<file path="src/design/dafmt_pkg_note_unused.sv">
// intentionally empty companion file
`timescale 1ns/10ps
`default_nettype none
`default_nettype wire

</file>
<file path="src/design/dafmt_pkg.sv">
// constants and types shared by the dual converter output formatter
package dafmt_pkg;

   // =====================================================================
   // widths
   localparam int unsigned SAMPLE_BITS = 12;
   localparam int unsigned PAIR_LINES  = 6;
   localparam int unsigned ADDR_W      = 4;
   localparam int unsigned DATA_W      = 8;
   localparam int unsigned DLY_W       = 2;
   localparam int unsigned DRV_W       = 3;
   localparam int unsigned STS_W       = 3;

   // =====================================================================
   // output modes
   typedef enum logic [1:0]
   {
      DAFMT_MODE_FULL     = 2'b00,
      DAFMT_MODE_DDR_CMOS = 2'b01,
      DAFMT_MODE_DDR_DIFF = 2'b10
   } dafmt_mode_t;

   // =====================================================================
   // register offsets
   localparam logic [ADDR_W-1:0] OFS_CTRL   = 4'h0;
   localparam logic [ADDR_W-1:0] OFS_STATUS = 4'h1;
   localparam logic [ADDR_W-1:0] OFS_MASK   = 4'h2;
   localparam logic [ADDR_W-1:0] OFS_STATE  = 4'h3;

   // =====================================================================
   // field positions
   localparam int unsigned CTRL_MODE_LSB = 0;
   localparam int unsigned CTRL_DLY_LSB  = 2;
   localparam int unsigned CTRL_DRV_LSB  = 4;
   localparam int unsigned CTRL_TERM_BIT = 7;
   localparam int unsigned STS_SMP_BIT   = 0;
   localparam int unsigned STS_OVR1_BIT  = 1;
   localparam int unsigned STS_OVR2_BIT  = 2;
   localparam int unsigned STATE_STRAP_BIT = 2;

   // =====================================================================
   // reset values
   localparam logic [DATA_W-1:0] CTRL_RST = 8'h00;
   localparam logic [STS_W-1:0]  MASK_RST = 3'h0;

endpackage

</file>
<file path="src/design/dafmt_top.sv">
// output formatter of a dual-channel 12-bit sampling converter
//
// Operation
// - Full-rate mode puts each channel's 12-bit result on its own lines, bit 11 the MSB.
// - Full-rate data and range flags change with the forwarded clock's falling edge unless a delay is set.
// - The complementary forwarded clock is always the inverse of the true one.
// - Full-rate mode has one range flag per channel, high for an out-of-range sample.
// - Double-rate modes carry two bits per line, six lines per channel.
// - In double-rate modes a line shows the even bit while the clock is low, the odd bit while high.
// - Double-rate data changes on both clock edges unless a delay is set.
// - The shared range flag shows channel 2 while the clock is low and channel 1 while high.
// - The forwarded clock phase can be delayed against the data in every mode.
// - Differential mode has a configurable drive current level.
// - Differential mode has an optional enabled 100 ohm termination per pair.
// - Differential mode sends data, shared flag and clock as true and complement pairs.
// - Both channels are captured on the same sample clock edge.
// - Mode comes from the control register, or from a strap in parallel style, which cannot pick single-ended double rate.
`timescale 1ns/10ps
`default_nettype none

module dafmt_top
(
   input  wire logic                                 clock,
   input  wire logic                                 nrst,
   input  wire logic [dafmt_pkg::ADDR_W-1:0]         reg_addr,
   input  wire logic [dafmt_pkg::DATA_W-1:0]         reg_wdata,
   input  wire logic                                 reg_wr,
   input  wire logic                                 reg_rd,
   output var  logic [dafmt_pkg::DATA_W-1:0]         reg_rdata,
   output var  logic                                 irq,
   input  wire logic                                 sample_clock_true,
   input  wire logic [dafmt_pkg::SAMPLE_BITS-1:0]    ch1_result,
   input  wire logic [dafmt_pkg::SAMPLE_BITS-1:0]    ch2_result,
   input  wire logic                                 ch1_over,
   input  wire logic                                 ch2_over,
   input  wire logic                                 programming_style_strap,
   input  wire logic                                 mode_strap,
   output var  logic                                 fwd_clock_true,
   output var  logic                                 fwd_clock_comp,
   output var  logic [dafmt_pkg::SAMPLE_BITS-1:0]    ch1_sample_lines,
   output var  logic [dafmt_pkg::SAMPLE_BITS-1:0]    ch2_sample_lines,
   output var  logic                                 ch1_range_flag,
   output var  logic                                 ch2_range_flag,
   output var  logic [dafmt_pkg::PAIR_LINES-1:0]     ch1_paired_lines,
   output var  logic [dafmt_pkg::PAIR_LINES-1:0]     ch2_paired_lines,
   output var  logic [dafmt_pkg::PAIR_LINES-1:0]     ch1_paired_lines_n,
   output var  logic [dafmt_pkg::PAIR_LINES-1:0]     ch2_paired_lines_n,
   output var  logic                                 shared_range_flag,
   output var  logic                                 shared_range_flag_n,
   output var  logic [dafmt_pkg::DRV_W-1:0]          diff_drive_level,
   output var  logic                                 diff_term_en
);

   localparam int unsigned SB = dafmt_pkg::SAMPLE_BITS;
   localparam int unsigned PL = dafmt_pkg::PAIR_LINES;

   // =====================================================================
   // synchronisers
   logic [2:0]    sclk_ff;
   logic [SB-1:0] ch1_meta_ff;
   logic [SB-1:0] ch1_sync_ff;
   logic [SB-1:0] ch2_meta_ff;
   logic [SB-1:0] ch2_sync_ff;
   logic [1:0]    ovr_meta_ff;
   logic [1:0]    ovr_sync_ff;
   logic [1:0]    strap_meta_ff;
   logic [1:0]    strap_sync_ff;
   logic          rise_evt;
   logic          fall_evt;

   always_ff @(posedge clock or negedge nrst)
   begin
      if (!nrst)
      begin
         sclk_ff       <= 3'h0;
         ch1_meta_ff   <= 12'h000;
         ch1_sync_ff   <= 12'h000;
         ch2_meta_ff   <= 12'h000;
         ch2_sync_ff   <= 12'h000;
         ovr_meta_ff   <= 2'h0;
         ovr_sync_ff   <= 2'h0;
         strap_meta_ff <= 2'h0;
         strap_sync_ff <= 2'h0;
      end
      else
      begin
         sclk_ff       <= {sclk_ff[1:0], sample_clock_true};
         ch1_meta_ff   <= ch1_result;
         ch1_sync_ff   <= ch1_meta_ff;
         ch2_meta_ff   <= ch2_result;
         ch2_sync_ff   <= ch2_meta_ff;
         ovr_meta_ff   <= {ch2_over, ch1_over};
         ovr_sync_ff   <= ovr_meta_ff;
         strap_meta_ff <= {programming_style_strap, mode_strap};
         strap_sync_ff <= strap_meta_ff;
      end
   end

   // conversion starts on the rising sample clock edge
   assign rise_evt = sclk_ff[1] & ~sclk_ff[2];
   assign fall_evt = ~sclk_ff[1] & sclk_ff[2];

   // =====================================================================
   // shared capture of both channels
   logic [SB-1:0] hold1_ff;
   logic [SB-1:0] hold2_ff;
   logic [1:0]    hold_ovr_ff;
   logic [SB-1:0] cur1_ff;
   logic [SB-1:0] cur2_ff;
   logic [1:0]    cur_ovr_ff;

   always_ff @(posedge clock or negedge nrst)
   begin
      if (!nrst)
      begin
         hold1_ff    <= 12'h000;
         hold2_ff    <= 12'h000;
         hold_ovr_ff <= 2'h0;
      end
      else if (rise_evt)
      begin
         hold1_ff    <= ch1_sync_ff;
         hold2_ff    <= ch2_sync_ff;
         hold_ovr_ff <= ovr_sync_ff;
      end
   end

   // sample on display during the current output clock period
   always_ff @(posedge clock or negedge nrst)
   begin
      if (!nrst)
      begin
         cur1_ff    <= 12'h000;
         cur2_ff    <= 12'h000;
         cur_ovr_ff <= 2'h0;
      end
      else if (fall_evt)
      begin
         cur1_ff    <= hold1_ff;
         cur2_ff    <= hold2_ff;
         cur_ovr_ff <= hold_ovr_ff;
      end
   end

   a_shared_capture: assert property (@(posedge clock) disable iff (!nrst)
      rise_evt |=> hold1_ff == $past(ch1_sync_ff)
                   && hold2_ff == $past(ch2_sync_ff))
      else $error("channels not captured together");

   // =====================================================================
   // registers
   logic [dafmt_pkg::DATA_W-1:0] ctrl_ff;
   logic [dafmt_pkg::STS_W-1:0]  status_ff;
   logic [dafmt_pkg::STS_W-1:0]  nxt_status;
   logic [dafmt_pkg::STS_W-1:0]  mask_ff;
   logic [dafmt_pkg::DATA_W-1:0] nxt_rdata;
   logic [dafmt_pkg::STS_W-1:0]  events;
   dafmt_pkg::dafmt_mode_t       mode_ff;
   dafmt_pkg::dafmt_mode_t       nxt_mode;
   logic [dafmt_pkg::DLY_W-1:0]  dly_sel;

   assign dly_sel = ctrl_ff[dafmt_pkg::CTRL_DLY_LSB +: dafmt_pkg::DLY_W];
   assign events  = {rise_evt & ovr_sync_ff[1], rise_evt & ovr_sync_ff[0],
                     rise_evt};

   always_ff @(posedge clock or negedge nrst)
   begin
      if (!nrst)
      begin
         ctrl_ff <= dafmt_pkg::CTRL_RST;
         mask_ff <= dafmt_pkg::MASK_RST;
      end
      else if (reg_wr)
      begin
         if (reg_addr == dafmt_pkg::OFS_CTRL)
            ctrl_ff <= reg_wdata;
         if (reg_addr == dafmt_pkg::OFS_MASK)
            mask_ff <= reg_wdata[dafmt_pkg::STS_W-1:0];
      end
   end

   // read clears, but an event in the same cycle still lands
   always_comb
   begin
      nxt_status = status_ff;
      if (reg_rd && reg_addr == dafmt_pkg::OFS_STATUS)
         nxt_status = 3'h0;
      nxt_status = nxt_status | events;
   end

   always_ff @(posedge clock or negedge nrst)
   begin
      if (!nrst)
      begin
         status_ff <= 3'h0;
         irq       <= 1'b0;
      end
      else
      begin
         status_ff <= nxt_status;
         irq       <= |(nxt_status & mask_ff);
      end
   end

   always_comb
   begin
      nxt_rdata = 8'h00;
      if (reg_rd)
      begin
         case (reg_addr)
            dafmt_pkg::OFS_CTRL:   nxt_rdata = ctrl_ff;
            dafmt_pkg::OFS_STATUS: nxt_rdata = {5'h00, status_ff};
            dafmt_pkg::OFS_MASK:   nxt_rdata = {5'h00, mask_ff};
            dafmt_pkg::OFS_STATE:  nxt_rdata = {5'h00, strap_sync_ff[1],
                                               mode_ff};
            default:               nxt_rdata = 8'h00;
         endcase
      end
   end

   always_ff @(posedge clock or negedge nrst)
   begin
      if (!nrst)
         reg_rdata <= 8'h00;
      else
         reg_rdata <= nxt_rdata;
   end

   // =====================================================================
   // mode selection
   always_comb
   begin
      if (strap_sync_ff[1])
         // strap style cannot reach single-ended double rate
         nxt_mode = strap_sync_ff[0] ? dafmt_pkg::DAFMT_MODE_DDR_DIFF
                                     : dafmt_pkg::DAFMT_MODE_FULL;
      else
      begin
         case (ctrl_ff[dafmt_pkg::CTRL_MODE_LSB +: 2])
            2'h1:    nxt_mode = dafmt_pkg::DAFMT_MODE_DDR_CMOS;
            2'h2:    nxt_mode = dafmt_pkg::DAFMT_MODE_DDR_DIFF;
            default: nxt_mode = dafmt_pkg::DAFMT_MODE_FULL;
         endcase
      end
   end

   always_ff @(posedge clock or negedge nrst)
   begin
      if (!nrst)
         mode_ff <= dafmt_pkg::DAFMT_MODE_FULL;
      else
         mode_ff <= nxt_mode;
   end

   a_strap_no_cmos: assert property (@(posedge clock) disable iff (!nrst)
      strap_sync_ff[1] |=> mode_ff != dafmt_pkg::DAFMT_MODE_DDR_CMOS)
      else $error("strap style picked single-ended double rate");

   // =====================================================================
   // forwarded clock with programmable phase delay
   logic [2:0] dly_chain_ff;
   logic [3:0] taps;

   assign taps = {dly_chain_ff, sclk_ff[1]};

   always_ff @(posedge clock or negedge nrst)
   begin
      if (!nrst)
      begin
         dly_chain_ff   <= 3'h0;
         fwd_clock_true <= 1'b0;
         fwd_clock_comp <= 1'b1;
      end
      else
      begin
         dly_chain_ff   <= {dly_chain_ff[1:0], sclk_ff[1]};
         fwd_clock_true <= taps[dly_sel];
         fwd_clock_comp <= ~taps[dly_sel];
      end
   end

   a_comp_inverse: assert property (@(posedge clock) disable iff (!nrst)
      fwd_clock_comp == ~fwd_clock_true)
      else $error("complement clock not inverted");

   a_clock_delay: assert property (@(posedge clock) disable iff (!nrst)
      (fall_evt && dly_sel == 2'h2) ##1 (dly_sel == 2'h2)[*3]
      |-> !fwd_clock_true && $past(fwd_clock_true))
      else $error("forwarded clock delay wrong");

   // =====================================================================
   // even and odd halves per line
   logic [PL-1:0] h1_even;
   logic [PL-1:0] h2_even;
   logic [PL-1:0] c1_odd;
   logic [PL-1:0] c2_odd;

   for (genvar k = 0; k < PL; k++)
   begin : g_pair
      assign h1_even[k] = hold1_ff[2*k];
      assign h2_even[k] = hold2_ff[2*k];
      assign c1_odd[k]  = cur1_ff[2*k+1];
      assign c2_odd[k]  = cur2_ff[2*k+1];
   end

   // =====================================================================
   // output lines
   logic is_full;
   logic is_ddr;
   logic is_diff;

   assign is_full = (mode_ff == dafmt_pkg::DAFMT_MODE_FULL);
   assign is_diff = (mode_ff == dafmt_pkg::DAFMT_MODE_DDR_DIFF);
   assign is_ddr  = ~is_full;

   // full rate: unused lines park low in the other modes
   always_ff @(posedge clock or negedge nrst)
   begin
      if (!nrst)
      begin
         ch1_sample_lines <= 12'h000;
         ch2_sample_lines <= 12'h000;
         ch1_range_flag   <= 1'b0;
         ch2_range_flag   <= 1'b0;
      end
      else if (!is_full)
      begin
         ch1_sample_lines <= 12'h000;
         ch2_sample_lines <= 12'h000;
         ch1_range_flag   <= 1'b0;
         ch2_range_flag   <= 1'b0;
      end
      else if (fall_evt)
      begin
         ch1_sample_lines <= hold1_ff;
         ch2_sample_lines <= hold2_ff;
         ch1_range_flag   <= hold_ovr_ff[0];
         ch2_range_flag   <= hold_ovr_ff[1];
      end
   end

   a_full_lines: assert property (@(posedge clock) disable iff (!nrst)
      (is_full && fall_evt) ##1 is_full
      |-> ch1_sample_lines == $past(hold1_ff)
          && ch2_sample_lines == $past(hold2_ff)
          && !fwd_clock_true == (dly_sel == 2'h0 || fwd_clock_comp))
      else $error("full-rate lines not updated at falling edge");

   a_full_flags: assert property (@(posedge clock) disable iff (!nrst)
      (is_full && fall_evt) ##1 is_full
      |-> {ch2_range_flag, ch1_range_flag} == $past(hold_ovr_ff))
      else $error("full-rate range flags wrong");

   a_full_quiet: assert property (@(posedge clock) disable iff (!nrst)
      (is_full && !fall_evt) ##1 is_full |-> $stable(ch1_sample_lines))
      else $error("full-rate data moved off the falling edge");

   // double rate: even half on falling edge, odd half on rising edge
   always_ff @(posedge clock or negedge nrst)
   begin
      if (!nrst)
      begin
         ch1_paired_lines  <= 6'h00;
         ch2_paired_lines  <= 6'h00;
         shared_range_flag <= 1'b0;
      end
      else if (!is_ddr)
      begin
         ch1_paired_lines  <= 6'h00;
         ch2_paired_lines  <= 6'h00;
         shared_range_flag <= 1'b0;
      end
      else if (fall_evt)
      begin
         ch1_paired_lines  <= h1_even;
         ch2_paired_lines  <= h2_even;
         shared_range_flag <= hold_ovr_ff[1];
      end
      else if (rise_evt)
      begin
         ch1_paired_lines  <= c1_odd;
         ch2_paired_lines  <= c2_odd;
         shared_range_flag <= cur_ovr_ff[0];
      end
   end

   // complement rails follow the true rails one for one in differential
   always_ff @(posedge clock or negedge nrst)
   begin
      if (!nrst)
      begin
         ch1_paired_lines_n  <= 6'h00;
         ch2_paired_lines_n  <= 6'h00;
         shared_range_flag_n <= 1'b0;
      end
      else if (!is_diff)
      begin
         ch1_paired_lines_n  <= 6'h00;
         ch2_paired_lines_n  <= 6'h00;
         shared_range_flag_n <= 1'b0;
      end
      else if (fall_evt)
      begin
         ch1_paired_lines_n  <= ~h1_even;
         ch2_paired_lines_n  <= ~h2_even;
         shared_range_flag_n <= ~hold_ovr_ff[1];
      end
      else if (rise_evt)
      begin
         ch1_paired_lines_n  <= ~c1_odd;
         ch2_paired_lines_n  <= ~c2_odd;
         shared_range_flag_n <= ~cur_ovr_ff[0];
      end
   end

   a_ddr_even: assert property (@(posedge clock) disable iff (!nrst)
      (is_ddr && fall_evt) ##1 is_ddr
      |-> ch1_paired_lines == $past(h1_even)
          && shared_range_flag == $past(hold_ovr_ff[1]))
      else $error("even half or channel 2 flag missing");

   a_ddr_odd: assert property (@(posedge clock) disable iff (!nrst)
      (is_ddr && rise_evt) ##1 is_ddr
      |-> ch2_paired_lines == $past(c2_odd)
          && shared_range_flag == $past(cur_ovr_ff[0]))
      else $error("odd half or channel 1 flag missing");

   a_diff_pairs: assert property (@(posedge clock) disable iff (!nrst)
      (is_diff && (fall_evt || rise_evt)) ##1 is_diff
      |-> ch1_paired_lines_n == ~ch1_paired_lines
          && shared_range_flag_n == ~shared_range_flag)
      else $error("differential rails not complementary");

   // =====================================================================
   // differential drive settings
   always_ff @(posedge clock or negedge nrst)
   begin
      if (!nrst)
      begin
         diff_drive_level <= 3'h0;
         diff_term_en     <= 1'b0;
      end
      else
      begin
         diff_drive_level <= is_diff ?
            ctrl_ff[dafmt_pkg::CTRL_DRV_LSB +: dafmt_pkg::DRV_W] : 3'h0;
         diff_term_en     <= is_diff & ctrl_ff[dafmt_pkg::CTRL_TERM_BIT];
      end
   end

   a_term_diff: assert property (@(posedge clock) disable iff (!nrst)
      diff_term_en |-> $past(is_diff) && $past(ctrl_ff[7]))
      else $error("termination on outside differential mode");

endmodule

`default_nettype wire

</file>
<file path="config.mk">
export PLATFORM = sky130hd
export DESIGN_NAME = dafmt_top
export DESIGN_NICKNAME = d
export VERILOG_FILES = /design/src/design/dafmt_pkg_note_unused.sv /design/src/design/dafmt_pkg.sv /design/src/design/dafmt_top.sv
export SDC_FILE = /design/constraint.sdc
export NUM_CORES = 1
export LEC_CHECK = 0
export ABC_CLOCK_PERIOD_IN_PS = 3600
export BUFFER_PORTS_ARGS = -buffer_cell sky130_fd_sc_hd__buf_2
export CAP_MARGIN = 20
export CORE_ASPECT_RATIO = 1.75
export CORE_MARGIN = 4
export CORE_UTILIZATION = 50
export CTS_BUF_LIST = sky130_fd_sc_hd__clkbuf_16
export CTS_CLUSTER_DIAMETER = 150
export CTS_CLUSTER_SIZE = 10
export DETAILED_ROUTE_END_ITERATION = 16
export PLACE_DENSITY = 0.83
export SLEW_MARGIN = 20
export SYNTH_ARGS = -nofsm -noshare
export SYNTH_HDL_FRONTEND = slang
export SYNTH_SLANG_ARGS = --single-unit
</file>
<file path="constraint.sdc">
create_clock -name clock -period 3.6 [get_ports clock]
set_clock_uncertainty 0.2 [all_clocks]
set_input_delay 0 -clock clock [delete_from_list [all_inputs] [get_ports clock]]
set_output_delay 0 -clock clock [all_outputs]
set_load 0.02 [all_outputs]
</file>
After elaboration in Yosys (flattened, before gate mapping)
Index checks and enable logic that the tools add are counted.

word-level totals
  input port bits = 45
  output and inout bits = 67
  word-level logic and storage cells = 103
  bits in registers = 196

operators by class
  multiplexer cells = 35
  eq/ne operators = 8
  reduce and logical (&&, ||, !) cells = 7
  order comparisons = 1
  bitwise logic cells = 16

operators by type and width
  operator              number
  $mux W6               12
  $mux W12              4
  $pmux W8 S4           1
  $not A6 Y6            4
  $mux W1               11
  $eq A4 B2 Y1 const B  2
  $mux W8               1
  $mux W3               2
  $and A1 B1 Y1         5
  $not A1 Y1            5
  $eq A2 B2 Y1 const B  2
  $eq A4 B1 Y1 const B  1
  $logic_not A4 Y1      1
  $mux W2               2
  $pmux W2 S2           1
  $reduce_and A2 Y1     2
  $and A3 B3 Y3         1
  $lt A2 B3 Y1 const B  1
  $ne A3 B3 Y1 const B  1
  $or A3 B3 Y3          1
  $reduce_bool A3 Y1    1
  $reduce_or A3 Y1      1
  $bmux W1 S2           1
  $eq A2 B1 Y1 const B  1
  other kinds (3)       3

Logic depth before layout (Yosys ltp)
  depth after elaboration = 6
  depth in mapped cells = 6
  mapped depth without buffers = 5

Least setup slack after synthesis
No wires, ideal clock.

  path type = reg-to-reg
  from = register sclk_ff[1]
  to = register ch1_paired_lines[0] in the netlist's numbering
  clock period less this slack = 1.704 ns
  arrival time = 1.368 ns
  stages on the path, launching flop included = 7
  setup slack = 1.896 ns
  setup time = 0.136 ns
  path buffers = 2
  required time = 3.264 ns
  path through = dfrtp_1 inv_1 ha_1 clkbuf_1 clkbuf_1 nor2b_1 nor3_1

between the ends
  longest elaborated chain between the ends = 4
  elaborated cells on any way between the ends = 6
  those cells by class = mux (2); bitwise (3); reduce/logical (1)

RTL lines
  what                      RTL line          text
  start: declaration        dafmt_top.sv:59   logic [2:0] sclk_ff;
  start signal: assignment  dafmt_top.sv:87   sclk_ff <= {sclk_ff[1:0], sample_clock_true};
  $not A1 Y1                dafmt_top.sv:101  assign fall_evt = ~sclk_ff[1] & sclk_ff[2];
  $and A1 B1 Y1             dafmt_top.sv:101
  $mux W6                   dafmt_top.sv:373  else if (fall_evt)
  $mux W6                   dafmt_top.sv:367  else if (!is_ddr)
  end signal: assignment    dafmt_top.sv:375  ch1_paired_lines <= h1_even;
  end signal: assignment    dafmt_top.sv:381  ch1_paired_lines <= c1_odd;
  end: declaration          dafmt_top.sv:44   output var logic [dafmt_pkg::PAIR_LINES-1:0] ch1_paired_lines,

Parallel ways exist; a longest one is shown, timed or not.
A chain may end at the register's enable or synchronous reset.

Worst setup path in the final report
  from = register sclk_ff[1]
  to = register ch2_paired_lines[3] in the netlist's numbering

between the ends
  longest elaborated chain between the ends = 4
  elaborated cells on any way between the ends = 6
  those cells by class = mux (2); bitwise (3); reduce/logical (1)

RTL lines
  what                    RTL line          text
  $not A1 Y1 *            dafmt_top.sv:101
  $and A1 B1 Y1 *         dafmt_top.sv:101
  via fall_evt            dafmt_top.sv:69   logic fall_evt;
  $mux W6                 dafmt_top.sv:373
  $mux W6                 dafmt_top.sv:367
  end signal: assignment  dafmt_top.sv:376  ch2_paired_lines <= h2_even;
  end signal: assignment  dafmt_top.sv:382  ch2_paired_lines <= c2_odd;
  end: declaration        dafmt_top.sv:45   output var logic [dafmt_pkg::PAIR_LINES-1:0] ch2_paired_lines,

Mark *: on every way through the listed nets, which the timed path passes. The rest lies on a longest branch.

==> reports/metrics.yaml <==
grt:
  grt_pass1_vias: 4216
  grt_use_met3_pct: 4.917
  grt_max_degree: 122
  grtUsageTotal_pct: 18.45
  overflow: 0
  use_met2_pct: 32.97
  antenna_found_initial: 0
  grt_pass1_wl_um: 21050
  top_usage_layer: "met2"
  met1_usage_pct: 21.47
layout:
  fin_util_pct: 65.55
  fillCellCount: 915
  drive_gt1_share_pct: 31.52
  antenna_cells: 0
  syn_to_final_growth_pct: 27.67
  fin_nets: 640
power:
  ir_drop_mv: 0.3525
  p_leak_uw: 0.004020
  p_per_area_nw_per_um2: 599.2
die:
  die_h_um: 158.3
  core_area_sq_um: 12570
  rows: 54
  die_w_um: 93.88
  start_util_pct: 51.34
  dieArea_sq_um: 14860
  ios: 112
critical_path:
  startpoint: "sclk_ff[1]$_DFF_PN0_"
  critPathLaunchType: "flop"
  required_ns: 3.64
  worstSetupEndpointType: "flop"
  path_cells: "inv_1 > ha_2 > buf_12 > nor2b_1 > a211oi_1 > nor3_1"
  worst_path_max_delay_cell: "ha_2"
  ff2ff_path_depth: 6
  r2r-end: "ch2_paired_lines[3]$_DFFE_PN0P_"
  r2r_start: "sclk_ff[1]$_DFF_PN0_"
  worstPathMaxFanout: 40
  critPathKind: "flop to flop"
  worstPathArrival_ns: 2.40
  ff2ff_setup_slack_ns: 1.24
  max_stage_delay_ns: 0.57
  cp-endpoint: "ch2_paired_lines[3]$_DFFE_PN0P_"
timing:
  finalSetupTns_ns: 0
  period_minus_slack_ns: 2.359
  worst_slew_pin_slew_ns: 1.106
  relSlewSlack_pct: 25.97
  setup_viol: 0
  min_period_over_period_pct: 65.54
  finalHoldViolCount: 0
  fmax_mhz: 423.8
  rsz0062_at_grt: "false"
  slew_violations: 0
clock_tree:
  cts_tree: "done"
  hold_buffers: 49
  clk_latency_ns: 0.42
  numCtsBuffers: 17
  htreeDepth: 4
  path_clk_slew_ns: 0.06
  clock_sinks: 183
  cts_setup_buffers: 0
  cts_resized: 0
  cts_root_buffer: "clkbuf_16"
  cts.path.max_buffers: 2
drt:
  wirelength_um: 12860
  drtAntennaViolNets: 0
  vias: 3903
  drt-initial-drc-count: 241
  drtPass1Iterations: 7
  routedWlPerCell_um: 16.61
  drcViolationCount: 0
  viasPerCell: 5.043
synthesis:
  ys_seq_area_share_pct: 70.99
  synth_seq_cells: 183
  yosys_warnings: 0
  synth.distinct_cells: 30
  syn_area_sq_um: 6452
  syn_area_per_cell_sq_um: 14.87
  synth_fp_nets: 481
  syn_inst: 434
worst_hold_path:
  hp-class: "input pin to flop"
  whs_path_depth: 2
run_status:
  outcome: "complete, no violations"
placement:
  numPortBuffers: 111
  gp_congestion: 0.7741
  hpwl_um: 8289
run:
  max_cap_viol_count: 0
==> how the worst min path moves through the flow <==
stage	startpoint	endpoint	slack, ns
finish	ch2_result[6]	ch2_meta_ff[6]$_DFF_PN0_	0.02
CTS	ch2_result[6]	ch2_meta_ff[6]$_DFF_PN0_	0.0003
floorplan	nrst	ch1_meta_ff[0]$_DFF_PN0_	-0.50
global placement	ch1_result[7]	ch1_meta_ff[7]$_DFF_PN0_	-0.09
global route	ch2_result[6]	ch2_meta_ff[6]$_DFF_PN0_	0.01
detailed placement	ch1_result[2]	ch1_meta_ff[2]$_DFF_PN0_	-0.09
==> critical path, delay by kind of cell, from the launching register on <==
kind / cells / cell delay, ns
flops: 1 / 0.42
buf+inv: 2 / 0.38
simple gates: 2 / 0.23
compound gates: 1 / 0.36
fa+ha+maj: 1 / 0.57
==> cell usage in the layout, fill, tap and decap left out, drive strengths merged, types with 2 or more instances in the layout <==
| cell | n |
|---|---|
| nand2b | 2 |
| nor2b | 30 |
| bufinv | 2 |
| ha | 2 |
| mux2i | 26 |
| a21o | 18 |
| nor2 | 29 |
| buf | 113 |
| clkbuf | 18 |
| inv | 8 |
| or3b | 2 |
| or2 | 2 |
| mux4 | 4 |
| nand3 | 2 |
| dlygate4sd3 | 49 |
| dfrtp | 182 |
| nor3 | 14 |
| a211oi | 13 |
| o311ai | 2 |
| o21a | 13 |
| mux2 | 37 |
| clkinv | 7 |
| and2 | 24 |
==> power by group <==
group	switching [uW]	leakage, uW	total, uW	internal, uW
Clock	765	0.000286	1790	1030
Sequential	140	0.00226	2430	2290
Combinational	399	0.00147	715	317
==> layer usage <==
layer / wire (um) / up-vias
met4: 231 / 0
met3: 566 / 19
met1: 4920 / 1995
met5: 0 / -
li1: - / 1794
met2: 7136 / 95
==> sequential cells by signal, summed over array words and instances (netlist names), 3 cells and up <==
signal              cells
ctrl_ff                 8
ch1_sync_ff            12
mask_ff                 3
ch2_meta_ff            12
ch2_paired_lines        6
hold1_ff               12
diff_drive_level        3
status_ff               3
cur1_ff                 6
cur2_ff                 6
dly_chain_ff            3
ch1_paired_lines        6
ch2_sample_lines       12
ch1_sample_lines       12
ch2_sync_ff            12
ch2_paired_lines_n      6
ch1_meta_ff            12
reg_rdata               8
hold2_ff               12
ch1_paired_lines_n      6
==> cell usage after synthesis <==
cell type  instances  share of area (%)
nor2b_1           30                2.9
ha_1               2               0.39
dfrtp_1          182                 71
mux2i_1           26                4.0
o221ai_1           1               0.14
a21o_1            18                2.1
dfstp_2            1               0.41
nor3_1            13                1.0
or2_2              1              0.097
nor3_2             1               0.16
mux4_2             4                1.4
nand4b_1           1               0.14
nand2b_1           2               0.19
or3b_2             1               0.14
or3b_1             1               0.14
inv_1              3               0.17
or2_4              1               0.14
and2_1            24                2.3
buf_6              1               0.17
a211oi_1          13                1.5
o21ai_0            1              0.077
nand3_1            2               0.16
nor2_1            29                1.7
nor3b_1            1               0.12
o311ai_1           2               0.27
clkbuf_1           9               0.52
o21a_1            13                1.5
nand2_1            1              0.058
buf_2             13                1.0
mux2_2            37                6.5
==> cell type report <==
class / count / area (sq um) / area share, %
inverter: 3 / 11.26 / 0.1367
multi-input combinational: 225 / 1755 / 21.31
clock buffer: 17 / 425.4 / 5.164
sequential: 183 / 4581 / 55.60
timing repair buffer: 163 / 1102 / 13.38
clock inverter: 15 / 152.6 / 1.853
tap: 168 / 210.2 / 2.552
==> metrics by stage <==
step / cell area [sq um] / power (uW) / hold slack [ns] / instances / setup slack (ns)
2_1_floorplan: 6452 / 2860 / -0.4956 / 434 / 1.896
3_3_place_gp: 7169 / 3108 / -0.09256 / 693 / 1.453
3_5_place_dp: 7169 / 3143 / -0.09067 / 693 / 1.314
4_1_cts: 8238 / 4984 / 0.0002638 / 774 / 1.268
5_1_grt: 8238 / 5159 / 0.01096 / 774 / 1.099
6_report: 8238 / 4936 / 0.01685 / 774 / 1.241
==> kinds of logic after synthesis <==
group / count (synthesis) / synth area share, %
AOI/OAI and AO/OA: 48 / 5.604
adders and majority gates: 2 / 0.3878
buffers and inverters: 26 / 1.881
DFF: 183 / 70.99
muxes: 67 / 11.89
and+or+nand+nor: 108 / 9.250
(Power assumes the default switching activity.)
